### config.mk
export PLATFORM = sky130hd
export DESIGN_NAME = serial_if
export DESIGN_NICKNAME = d
export VERILOG_FILES = /design/src/serial_if_pkg.sv /design/src/serial_if.sv
export VERILOG_INCLUDE_DIRS = /design/src /design/src/src
export SDC_FILE = /design/constraint.sdc
export NUM_CORES = 1
export LEC_CHECK = 0
export ABC_AREA = 0
export ABC_CLOCK_PERIOD_IN_PS = 5000
export BUFFER_PORTS_ARGS = -buffer_cell sky130_fd_sc_hd__buf_2
export CORE_MARGIN = 4
export CORE_UTILIZATION = 55
export DETAILED_ROUTE_END_ITERATION = 8
export GPL_ROUTABILITY_DRIVEN = 0
export HOLD_SLACK_MARGIN = 0.05
export PLACE_DENSITY = 0.9
export SLEW_MARGIN = 20
export SYNTH_ARGS = -nofsm -noshare
export SYNTH_HDL_FRONTEND = slang
export SYNTH_SLANG_ARGS = --single-unit
### constraint.sdc
create_clock -name core_clk -period 5 [get_ports core_clk]
set_clock_uncertainty 0.05 [all_clocks]
set_input_delay 0.25 -clock core_clk [delete_from_list [all_inputs] [get_ports core_clk]]
set_output_delay 0.25 -clock core_clk [all_outputs]
set_load 0.05 [all_outputs]
### src/serial_if_consts.svh
// constants for the single-master serial interface: offsets, bits, timing
`ifndef SERIAL_IF_CONSTS_SVH
`define SERIAL_IF_CONSTS_SVH

`define SER_OFF_DATA        12'h000
`define SER_OFF_PROTO       12'h004
`define SER_OFF_XFER        12'h008

`define SER_PROTO_VARIANT   0
`define SER_PROTO_ENABLE    1
`define SER_PROTO_STOP      2
`define SER_PROTO_START     3

`define SER_XFER_BUSY       0
`define SER_XFER_ACKMISS    1
`define SER_XFER_VERIFY     2
`define SER_XFER_DIR        3

`define SER_CORE_PERIOD_NS  4
`define SER_BIT_PERIOD_NS   16000
`define SER_QTR_CYCLES      ((`SER_BIT_PERIOD_NS / 4) / `SER_CORE_PERIOD_NS)
`define SER_FILT_LEN        3
`define SER_LAST_BIT        3'h7
`define SER_PH_LOW          2'h0
`define SER_PH_RISE         2'h2
`define SER_PH_HIGH         2'h3

`endif

### src/serial_if_pkg.sv
// types shared by the single-master serial interface
package serial_if_pkg;

    typedef enum logic [1:0]
    {
        MODE_OFF   = 2'h0,
        MODE_SHIFT = 2'h1,
        MODE_I2C   = 2'h2,
        MODE_3WIRE = 2'h3
    } ser_mode_t;

    typedef enum
    {
        ST_IDLE,
        ST_START,
        ST_BIT,
        ST_ACK,
        ST_STOP
    } ser_state_t;

    // open-drain pin: oe high while the pin is pulled low
    typedef struct packed
    {
        logic o;
        logic oe;
    } pin_drive_t;

endpackage

### src/serial_if.sv
// single-master serial interface (three-wire, i2c, shift) with apb slave
`timescale 1ns/100ps
`include "serial_if_consts.svh"

module serial_if
#(
    parameter int QTR_CYCLES = `SER_QTR_CYCLES,
    parameter int FILT_LEN   = `SER_FILT_LEN
)
(
    input  wire logic                      core_clk,
    input  wire logic                      rst,
    input  wire logic                      psel,
    input  wire logic                      penable,
    input  wire logic                      pwrite,
    input  wire logic [11:0]               paddr,
    input  wire logic [31:0]               pwdata,
    output logic [31:0]                    prdata,
    output logic                           pready,
    output logic                           pslverr,
    input  wire logic                      port_c_line_0,
    input  wire logic                      port_c_line_1,
    input  wire logic                      port_c_line_3,
    input  wire logic                      scl_i,
    input  wire logic                      sda_i,
    output serial_if_pkg::pin_drive_t      scl_pin,
    output serial_if_pkg::pin_drive_t      sda_pin,
    output serial_if_pkg::pin_drive_t      serial_frame_enable_line,
    output logic                           vsync_irq_enable
);

    generate
        if (QTR_CYCLES < 4 || QTR_CYCLES > 4096 || FILT_LEN < 2)
        begin : g_bad_param
            $error("serial_if: unsupported QTR_CYCLES or FILT_LEN");
        end
    endgenerate

    ////////////////////////////////////////////////////////////////////////
    // registers and state

    logic [7:0]                shift_q;
    logic                      variant_q;
    logic                      bus_protocol_enable_q;
    logic                      start_request_q;
    logic                      stop_request_q;
    logic                      transfer_direction_alt_q;
    logic                      verify_q;
    logic                      ack_missing_q;
    logic                      byte_busy_q;
    logic                      vsync_en_q;
    serial_if_pkg::ser_state_t state_q;
    logic [11:0]               qcnt_q;
    logic [1:0]                phase_q;
    logic [2:0]                bit_q;
    logic                      scl_hw_q;
    logic                      sda_hw_q;
    logic                      sen_hw_q;
    logic                      pready_q;
    logic [31:0]               prdata_q;
    logic                      pslverr_q;

    serial_if_pkg::ser_mode_t  mode;
    logic                      bus_mode;
    logic                      access;
    logic                      wr_en;
    logic                      data_blocked;
    logic                      busy_set;

    assign mode     = serial_if_pkg::ser_mode_t'({bus_protocol_enable_q,
                                                  variant_q});
    assign bus_mode = bus_protocol_enable_q;
    assign access   = psel && penable && !pready_q;
    assign wr_en    = psel && penable && pready_q && pwrite;
    assign data_blocked = byte_busy_q && (paddr == `SER_OFF_DATA);
    assign busy_set = wr_en && paddr == `SER_OFF_XFER &&
                      pwdata[`SER_XFER_BUSY] && !byte_busy_q &&
                      mode != serial_if_pkg::MODE_OFF;

    ////////////////////////////////////////////////////////////////////////
    // apb slave: one wait state, answer registered

    always_ff @(posedge core_clk or posedge rst)
    begin
        if (rst)
        begin
            pready_q  <= 1'b0;
            prdata_q  <= 32'h0000_0000;
            pslverr_q <= 1'b0;
        end
        else
        begin
            pready_q  <= access;
            pslverr_q <= 1'b0;
            prdata_q  <= 32'h0000_0000;
            if (access)
            begin
                case (paddr)
                    `SER_OFF_DATA:
                    begin
                        pslverr_q <= data_blocked;
                        if (!data_blocked && !pwrite)
                            prdata_q <= {24'h00_0000, shift_q};
                    end
                    `SER_OFF_PROTO:
                        prdata_q <= {28'h000_0000, start_request_q,
                                     stop_request_q, bus_protocol_enable_q,
                                     variant_q};
                    `SER_OFF_XFER:
                        prdata_q <= {28'h000_0000, 1'b0, verify_q,
                                     ack_missing_q, byte_busy_q};
                    default:
                        pslverr_q <= 1'b1;
                endcase
            end
        end
    end

    assign pready  = pready_q;
    assign prdata  = prdata_q;
    assign pslverr = pslverr_q;

    always_ff @(posedge core_clk or posedge rst)
    begin
        if (rst)
        begin
            variant_q             <= 1'b0;
            bus_protocol_enable_q <= 1'b0;
            start_request_q       <= 1'b0;
            stop_request_q        <= 1'b0;
        end
        else if (wr_en && paddr == `SER_OFF_PROTO)
        begin
            variant_q       <= pwdata[`SER_PROTO_VARIANT];
            start_request_q <= pwdata[`SER_PROTO_START];
            stop_request_q  <= pwdata[`SER_PROTO_STOP];
            bus_protocol_enable_q <= pwdata[`SER_PROTO_ENABLE] ||
                                     pwdata[`SER_PROTO_START] ||
                                     pwdata[`SER_PROTO_STOP];
        end
    end

    always_ff @(posedge core_clk or posedge rst)
    begin
        if (rst)
        begin
            transfer_direction_alt_q <= 1'b0;
            vsync_en_q               <= 1'b0;
        end
        else if (wr_en && paddr == `SER_OFF_XFER)
        begin
            transfer_direction_alt_q <= pwdata[`SER_XFER_DIR];
            vsync_en_q <= pwdata[`SER_XFER_VERIFY];
        end
    end

    assign vsync_irq_enable = vsync_en_q;

    ////////////////////////////////////////////////////////////////////////
    // input synchronisers and glitch filters

    logic [1:0]          scl_sync_q;
    logic [1:0]          sda_sync_q;
    logic [FILT_LEN-1:0] scl_hist_q;
    logic [FILT_LEN-1:0] sda_hist_q;
    logic                scl_f_q;
    logic                sda_f_q;

    // a level only moves once it has been stable for the whole history
    always_ff @(posedge core_clk or posedge rst)
    begin
        if (rst)
        begin
            scl_sync_q <= 2'h3;
            sda_sync_q <= 2'h3;
            scl_hist_q <= '1;
            sda_hist_q <= '1;
            scl_f_q    <= 1'b1;
            sda_f_q    <= 1'b1;
        end
        else
        begin
            scl_sync_q <= {scl_sync_q[0], scl_i};
            sda_sync_q <= {sda_sync_q[0], sda_i};
            scl_hist_q <= {scl_hist_q[FILT_LEN-2:0], scl_sync_q[1]};
            sda_hist_q <= {sda_hist_q[FILT_LEN-2:0], sda_sync_q[1]};
            if (&scl_hist_q || ~|scl_hist_q)
                scl_f_q <= scl_hist_q[0];
            if (&sda_hist_q || ~|sda_hist_q)
                sda_f_q <= sda_hist_q[0];
        end
    end

    ////////////////////////////////////////////////////////////////////////
    // bit timing: four quarters per bit, stretched in i2c and three-wire modes while clock held low

    logic tick;
    logic stretch;
    logic advance;

    assign tick    = qcnt_q == 12'(QTR_CYCLES - 1);
    // only a clock we have released can be held low by a peripheral;
    // the start sequence drives it low itself in its last quarter
    assign stretch = bus_mode && phase_q == `SER_PH_HIGH && scl_hw_q &&
                     !scl_f_q &&
                     state_q != serial_if_pkg::ST_IDLE;
    assign advance = tick && !stretch;

    always_ff @(posedge core_clk or posedge rst)
    begin
        if (rst)
            qcnt_q <= 12'h000;
        else if (state_q == serial_if_pkg::ST_IDLE || advance)
            qcnt_q <= 12'h000;
        else if (!tick)
            qcnt_q <= qcnt_q + 12'h001;
    end

    ////////////////////////////////////////////////////////////////////////
    // byte sequencer

    logic last_q;

    always_ff @(posedge core_clk or posedge rst)
    begin
        if (rst)
        begin
            state_q     <= serial_if_pkg::ST_IDLE;
            phase_q     <= 2'h0;
            bit_q       <= 3'h0;
            byte_busy_q <= 1'b0;
            last_q      <= 1'b0;
        end
        else
        begin
            last_q <= 1'b0;
            case (state_q)
                serial_if_pkg::ST_IDLE:
                    if (busy_set)
                    begin
                        byte_busy_q <= 1'b1;
                        phase_q     <= 2'h0;
                        bit_q       <= 3'h0;
                        state_q     <= (bus_mode && start_request_q) ?
                                       serial_if_pkg::ST_START :
                                       serial_if_pkg::ST_BIT;
                    end
                serial_if_pkg::ST_START:
                    if (advance)
                    begin
                        phase_q <= phase_q + 2'h1;
                        if (phase_q == `SER_PH_HIGH)
                            state_q <= serial_if_pkg::ST_BIT;
                    end
                serial_if_pkg::ST_BIT:
                    if (advance)
                    begin
                        phase_q <= phase_q + 2'h1;
                        if (phase_q == `SER_PH_HIGH)
                        begin
                            bit_q <= bit_q + 3'h1;
                            if (bit_q == `SER_LAST_BIT)
                            begin
                                if (bus_mode)
                                    state_q <= serial_if_pkg::ST_ACK;
                                else
                                    last_q <= 1'b1;
                            end
                        end
                    end
                serial_if_pkg::ST_ACK:
                    if (advance)
                    begin
                        phase_q <= phase_q + 2'h1;
                        if (phase_q == `SER_PH_HIGH)
                        begin
                            if (stop_request_q)
                                state_q <= serial_if_pkg::ST_STOP;
                            else
                                last_q <= 1'b1;
                        end
                    end
                serial_if_pkg::ST_STOP:
                    if (advance)
                    begin
                        phase_q <= phase_q + 2'h1;
                        if (phase_q == `SER_PH_HIGH)
                            last_q <= 1'b1;
                    end
                default:
                    state_q <= serial_if_pkg::ST_IDLE;
            endcase
            if (last_q)
            begin
                state_q     <= serial_if_pkg::ST_IDLE;
                byte_busy_q <= 1'b0;
            end
        end
    end

    ////////////////////////////////////////////////////////////////////////
    // shift register, verify and acknowledge flags

    logic sample;

    assign sample = advance && phase_q == `SER_PH_HIGH;

    always_ff @(posedge core_clk)
    begin
        if (wr_en && !data_blocked && paddr == `SER_OFF_DATA)
            shift_q <= pwdata[7:0];
        else if (sample && state_q == serial_if_pkg::ST_BIT)
            shift_q <= {shift_q[6:0], sda_f_q};
    end

    always_ff @(posedge core_clk or posedge rst)
    begin
        if (rst)
            verify_q <= 1'b0;
        else if (busy_set)
            verify_q <= 1'b1;
        else if (sample && state_q == serial_if_pkg::ST_BIT &&
                 sda_f_q != sda_hw_q)
            verify_q <= 1'b0;
    end

    always_ff @(posedge core_clk or posedge rst)
    begin
        if (rst)
            ack_missing_q <= 1'b0;
        else if (busy_set)
            ack_missing_q <= 1'b0;
        else if (sample && state_q == serial_if_pkg::ST_ACK &&
                 transfer_direction_alt_q && sda_f_q)
            ack_missing_q <= 1'b1;
    end

    ////////////////////////////////////////////////////////////////////////
    // line drive, registered; in bit and ack states sda held through the quarter scl falls

    logic scl_d;
    logic sda_d;
    logic sen_d;
    logic sbus;

    assign sbus = mode == serial_if_pkg::MODE_3WIRE;

    always_comb
    begin
        scl_d = 1'b1;
        sda_d = 1'b1;
        sen_d = 1'b1;
        case (state_q)
            serial_if_pkg::ST_START:
            begin
                scl_d = phase_q < `SER_PH_RISE;
                sda_d = sbus || phase_q == `SER_PH_LOW;
                sen_d = !sbus || phase_q != 2'h1;
            end
            serial_if_pkg::ST_BIT:
            begin
                scl_d = phase_q >= `SER_PH_RISE;
                if (phase_q == `SER_PH_LOW)
                    sda_d = sda_hw_q;
                else
                    sda_d = !transfer_direction_alt_q || shift_q[7];
            end
            serial_if_pkg::ST_ACK:
            begin
                scl_d = phase_q >= `SER_PH_RISE;
                if (phase_q == `SER_PH_LOW)
                    sda_d = sda_hw_q;
                else
                    sda_d = transfer_direction_alt_q ||
                            stop_request_q;
            end
            serial_if_pkg::ST_STOP:
            begin
                scl_d = phase_q >= `SER_PH_RISE;
                // stop edge waits until the clock is seen high on the pin
                sda_d = sbus || (phase_q == `SER_PH_HIGH && scl_f_q);
                sen_d = !sbus || (phase_q == `SER_PH_HIGH && scl_f_q);
            end
            default:
            begin
                scl_d = 1'b1;
                sda_d = 1'b1;
                sen_d = 1'b1;
            end
        endcase
        // phase has already wrapped here: release at once, no stray pulse
        if (last_q)
        begin
            scl_d = 1'b1;
            sda_d = 1'b1;
            sen_d = 1'b1;
        end
    end

    always_ff @(posedge core_clk or posedge rst)
    begin
        if (rst)
        begin
            scl_hw_q <= 1'b1;
            sda_hw_q <= 1'b1;
            sen_hw_q <= 1'b1;
        end
        else
        begin
            scl_hw_q <= scl_d;
            sda_hw_q <= sda_d;
            sen_hw_q <= sen_d;
        end
    end

    // open drain: port output and serial output both must be high to release
    assign scl_pin.o   = 1'b0;
    assign scl_pin.oe  = !(scl_hw_q && port_c_line_0);
    assign sda_pin.o   = 1'b0;
    assign sda_pin.oe  = !(sda_hw_q && port_c_line_1);
    assign serial_frame_enable_line.o  = 1'b0;
    assign serial_frame_enable_line.oe =
        !((sen_hw_q || !sbus) && port_c_line_3);

    ////////////////////////////////////////////////////////////////////////
    // checks

    busy_clears_a : assert property (@(posedge core_clk) disable iff (rst)
        last_q |=> !byte_busy_q && state_q == serial_if_pkg::ST_IDLE)
        else $error("busy did not clear at end of byte");

    data_block_a : assert property (@(posedge core_clk) disable iff (rst)
        byte_busy_q && pready_q && paddr == `SER_OFF_DATA |-> pslverr_q &&
        prdata_q == 32'h0000_0000)
        else $error("data register reachable while busy");

    start_enable_a : assert property (@(posedge core_clk) disable iff (rst)
        wr_en && paddr == `SER_OFF_PROTO && pwdata[`SER_PROTO_START]
        |=> bus_protocol_enable_q)
        else $error("start request did not force enable");

    verify_set_a : assert property (@(posedge core_clk) disable iff (rst)
        busy_set |=> verify_q && !ack_missing_q)
        else $error("verify or ack missing wrong at byte start");

    shift_noack_a : assert property (@(posedge core_clk) disable iff (rst)
        !bus_mode && byte_busy_q |-> state_q != serial_if_pkg::ST_ACK &&
        state_q != serial_if_pkg::ST_START)
        else $error("shift mode produced ack or start");

    last_noack_a : assert property (@(posedge core_clk) disable iff (rst)
        state_q == serial_if_pkg::ST_ACK && !transfer_direction_alt_q &&
        stop_request_q |=> sda_hw_q)
        else $error("ack driven on last received byte");

    data_stable_a : assert property (@(posedge core_clk) disable iff (rst)
        state_q == serial_if_pkg::ST_BIT && $past(scl_hw_q) && scl_hw_q
        |-> $stable(sda_hw_q))
        else $error("data moved while clock high");

    ser_idle_a : assert property (@(posedge core_clk) disable iff (rst)
        state_q == serial_if_pkg::ST_IDLE ##1
        state_q == serial_if_pkg::ST_IDLE |-> scl_hw_q && sda_hw_q &&
        sen_hw_q)
        else $error("lines not released while idle");

    qtr_bound_a : assert property (@(posedge core_clk) disable iff (rst)
        qcnt_q <= 12'(QTR_CYCLES - 1))
        else $error("bit divider overran");

endmodule

==> reports/results.tsv <==
stage	metric	value	unit
power_and_ir_drop	p_per_area	301	nW/um^2
synth	ys.flop_type	dfrtp_1	
route	wl_per_cell	15.5	um
synth	async_flop_share	0.873	
synth	synth_top_cell_area_share	0.321	
timing	setup_viol	0	
setup_path	reg2reg_from	qcnt_q[3]$_DFFE_PP0P_	
route	num_vias	2379	
route	wl	6540	um
placement	place_ws	2.43	ns
timing	slew_viol_final	0	
timing	holdWs	0.0159	ns
cts	numCtsBuffers	9	
run	maxCapViolCount	0	
route	drc_errors	0	
timing	timing.fmax	0.386	GHz
placement	port_buffers	43	
synth	syn_area	3120	sq um
timing	tightest_slew	0.907	ns
floorplanning	coreArea	5510	sq um
placement	post-place-cells	405	
setup_path	crit_chain	or4_1 -> nor4_2 -> nand3_1 -> nand2_1	
setup_path	crit_fanout	8	
synth	synth.top_cells.by_count	dfrtp_1 (40), nor2_1 (28), buf_4 (27), nand2_1 (18), dfstp_2 (15)	
cts	cts-root-buf	clkbuf_8	
final_layout	layoutNonFillerInstCount	423	
grt	grt_pass1_wl	10800	um
setup_path	r2r_slack	2.41	ns
grt	grt_max_degree	56	
synth	synthesis.area_per_instance	10.4	sq um
power_and_ir_drop	p_leak	1.55	nW
synth	synth_seq_cells	63	
synth	synthCells	299	
grt	first_global_vias	2325	
timing	finalCritPeriodShare	0.518	
synth	ys_seq_area_frac	0.524	
synth	yosysTopAreaCell	dfrtp_1	
timing	relSlewSlack	0.394	
synth	synth_cell_type_count	47	
setup_path	cp_data_arrival_time	2.56	ns
floorplanning	initial_core_util	0.567	
route	drtAntennaViolNets	0	
floorplanning	die_w	83.3	um
synth	synth_edf_count	8	
synth	yosysWarnings	0	
status	outcome	finished, final reports clean	
cts	cts_tree	done	
timing	setup_tns	0	ns
hold_path	hold_class	in2async	
route	drt-initial-drc-count	246	
final_layout	nets	407	
cts	cts_sinks	63	
cts	cts_hold_buf	2	
timing	rsz0062_at_grt	false	
cts	post_cts_buffers	0	
floorplanning	pin_count	95	
timing	hold_viol	0	
power_and_ir_drop	ir_worst_vdd	146	uV
cts	clk_latency	0.35	ns
floorplanning	die-area	6950	sq um
setup_path	crit_type	reg2reg	
cts	htree_num_levels	3	
cts	clk_pin_slew_worst_paths	0.07	ns
floorplanning	die_h	83.3	um
timing	setup_ws	2.41	ns
setup_path	critPathMaxStageDelay	0.57	ns
final_layout	syn2layout_area_growth	12.5	%
final_layout	diodes	0	
setup_path	slowest_stage	or4_1	
setup_path	worstReg2RegEnd	shift_q[5]$_DFFE_PP_	
final_layout	nFillCells	436	
timing	period_needed	2.59	ns
setup_path	cp.required	4.97	ns
floorplanning	fp-row-count	27	
setup_path	worst_setup_path_end_kind	flop	
route	dr.pass1.iters	4	
cts	clk_path_buf_depth	2	
setup_path	startpoint_type	flop	
final_layout	drive_above_1_share	0.251	
grt	grt_usage	0.196	
grt	grt_overflow	0	
placement	detailed_place_hpwl	4630	um
synth	synthTopCellsByArea	dfrtp_1 (32%), dfstp_2 (13%), edfxtp_1 (7.7%)	
route	routed_via_density	5.62	
cts	ctsResizeCount	0	
synth	yosys.cell_count.top_type	dfrtp_1	
grt	antenna_found_initial	0	
setup_path	r2r_cells	4	
worst max path at each step:
stage,slack [ns],end,startpoint,depth (start not counted)
finish,2.41,shift_q[5]$_DFFE_PP_,qcnt_q[3]$_DFFE_PP0P_,4
global route,2.18,shift_q[4]$_DFFE_PP_,qcnt_q[3]$_DFFE_PP0P_,4
global placement,2.49,shift_q[0]$_DFFE_PP_,qcnt_q[3]$_DFFE_PP0P_,4
floorplan,2.84,shift_q[0]$_DFFE_PP_,qcnt_q[3]$_DFFE_PP0P_,4
detailed placement,2.43,shift_q[0]$_DFFE_PP_,qcnt_q[3]$_DFFE_PP0P_,4
CTS,2.40,shift_q[3]$_DFFE_PP_,qcnt_q[3]$_DFFE_PP0P_,4
layer usage:
layer / track usage / wire length [um] / vias up
met2: 0.329 / 3280 / 122
met1: 0.231 / 2440 / 1139
met5: 0 / 0 / -
li1: - / - / 1097
met3: 0.0456 / 644 / 21
met4: 0.107 / 178 / 0
sequential cells by signal (all words and copies together), names as in the netlist, 2 cells and up:
signal / cells
qcnt_q: 12
prdata: 8
shift_q: 8
bit_q: 3
scl_hist_q: 3
sda_hist_q: 3
state_q: 3
phase_q: 2
scl_sync_q: 2
sda_sync_q: 2
power by group:
part,switching [mW],internal (mW)
combinational,0.0723,0.0165
clock,0.208,0.226
sequential,0.00530,0.530
layout by cell type, fill, tap and decap left out, types with 3 or more instances in the layout:
cell type   n
buf_2      43
dfrtp_1    40
nor2_1     28
conb_1     27
nand2_1    18
dfstp_2    15
nand3_1    13
o21ai_0    13
a21oi_1    12
inv_1      11
mux2_2     10
clkbuf_8   10
nor3_1      9
edfxtp_1    8
and2_1      7
nor2b_1     7
ha_1        7
xnor2_1     6
or4_1       5
o21ai_1     4
xor2_1      4
or3_1       3
a31oi_1     3
nor4_1      3
nand4_1     3
and3_1      3
mux2_1      3
area by class of cell:
class | count | area, sq um | share of cell area
inverters | 12 | 46.3 | 0.0132
well taps | 72 | 90.1 | 0.0256
flip-flops and latches | 63 | 1640 | 0.465
clock inverters | 5 | 38.8 | 0.0110
multi-input cells | 215 | 1310 | 0.371
repair buffers | 45 | 235 | 0.0670
clock buffers | 11 | 163 | 0.0463
worst max-delay path, delay by kind of cell (launching register included):
kind,cells,cell delay [ns]
simple gates,4,1.77
flops,1,0.44
metrics by stage:
stage	area, sq um	util	power, mW
after global routing	3510	0.638	1.10
after CTS	3510	0.638	1.06
after floorplan	3220	-	0.627
after global placement	3290	0.598	0.630
after detailed placement	3290	0.598	0.632
final	3510	0.638	1.06
kinds of logic after synthesis:
family                   after synthesis  share of synthesized area
AO/OA/AOI/OAI                         48                     0.0954
XOR/XNOR                              10                     0.0281
adder cells (fa/ha/maj)                7                     0.0281
buffers and inverters                 47                     0.0894
flip-flops                            63                      0.524
multiplexers                          15                     0.0533
other                                  1                    0.00120
AND/OR/NAND/NOR                      108                      0.181
Note: power is estimated with default switching activity, not from simulation.
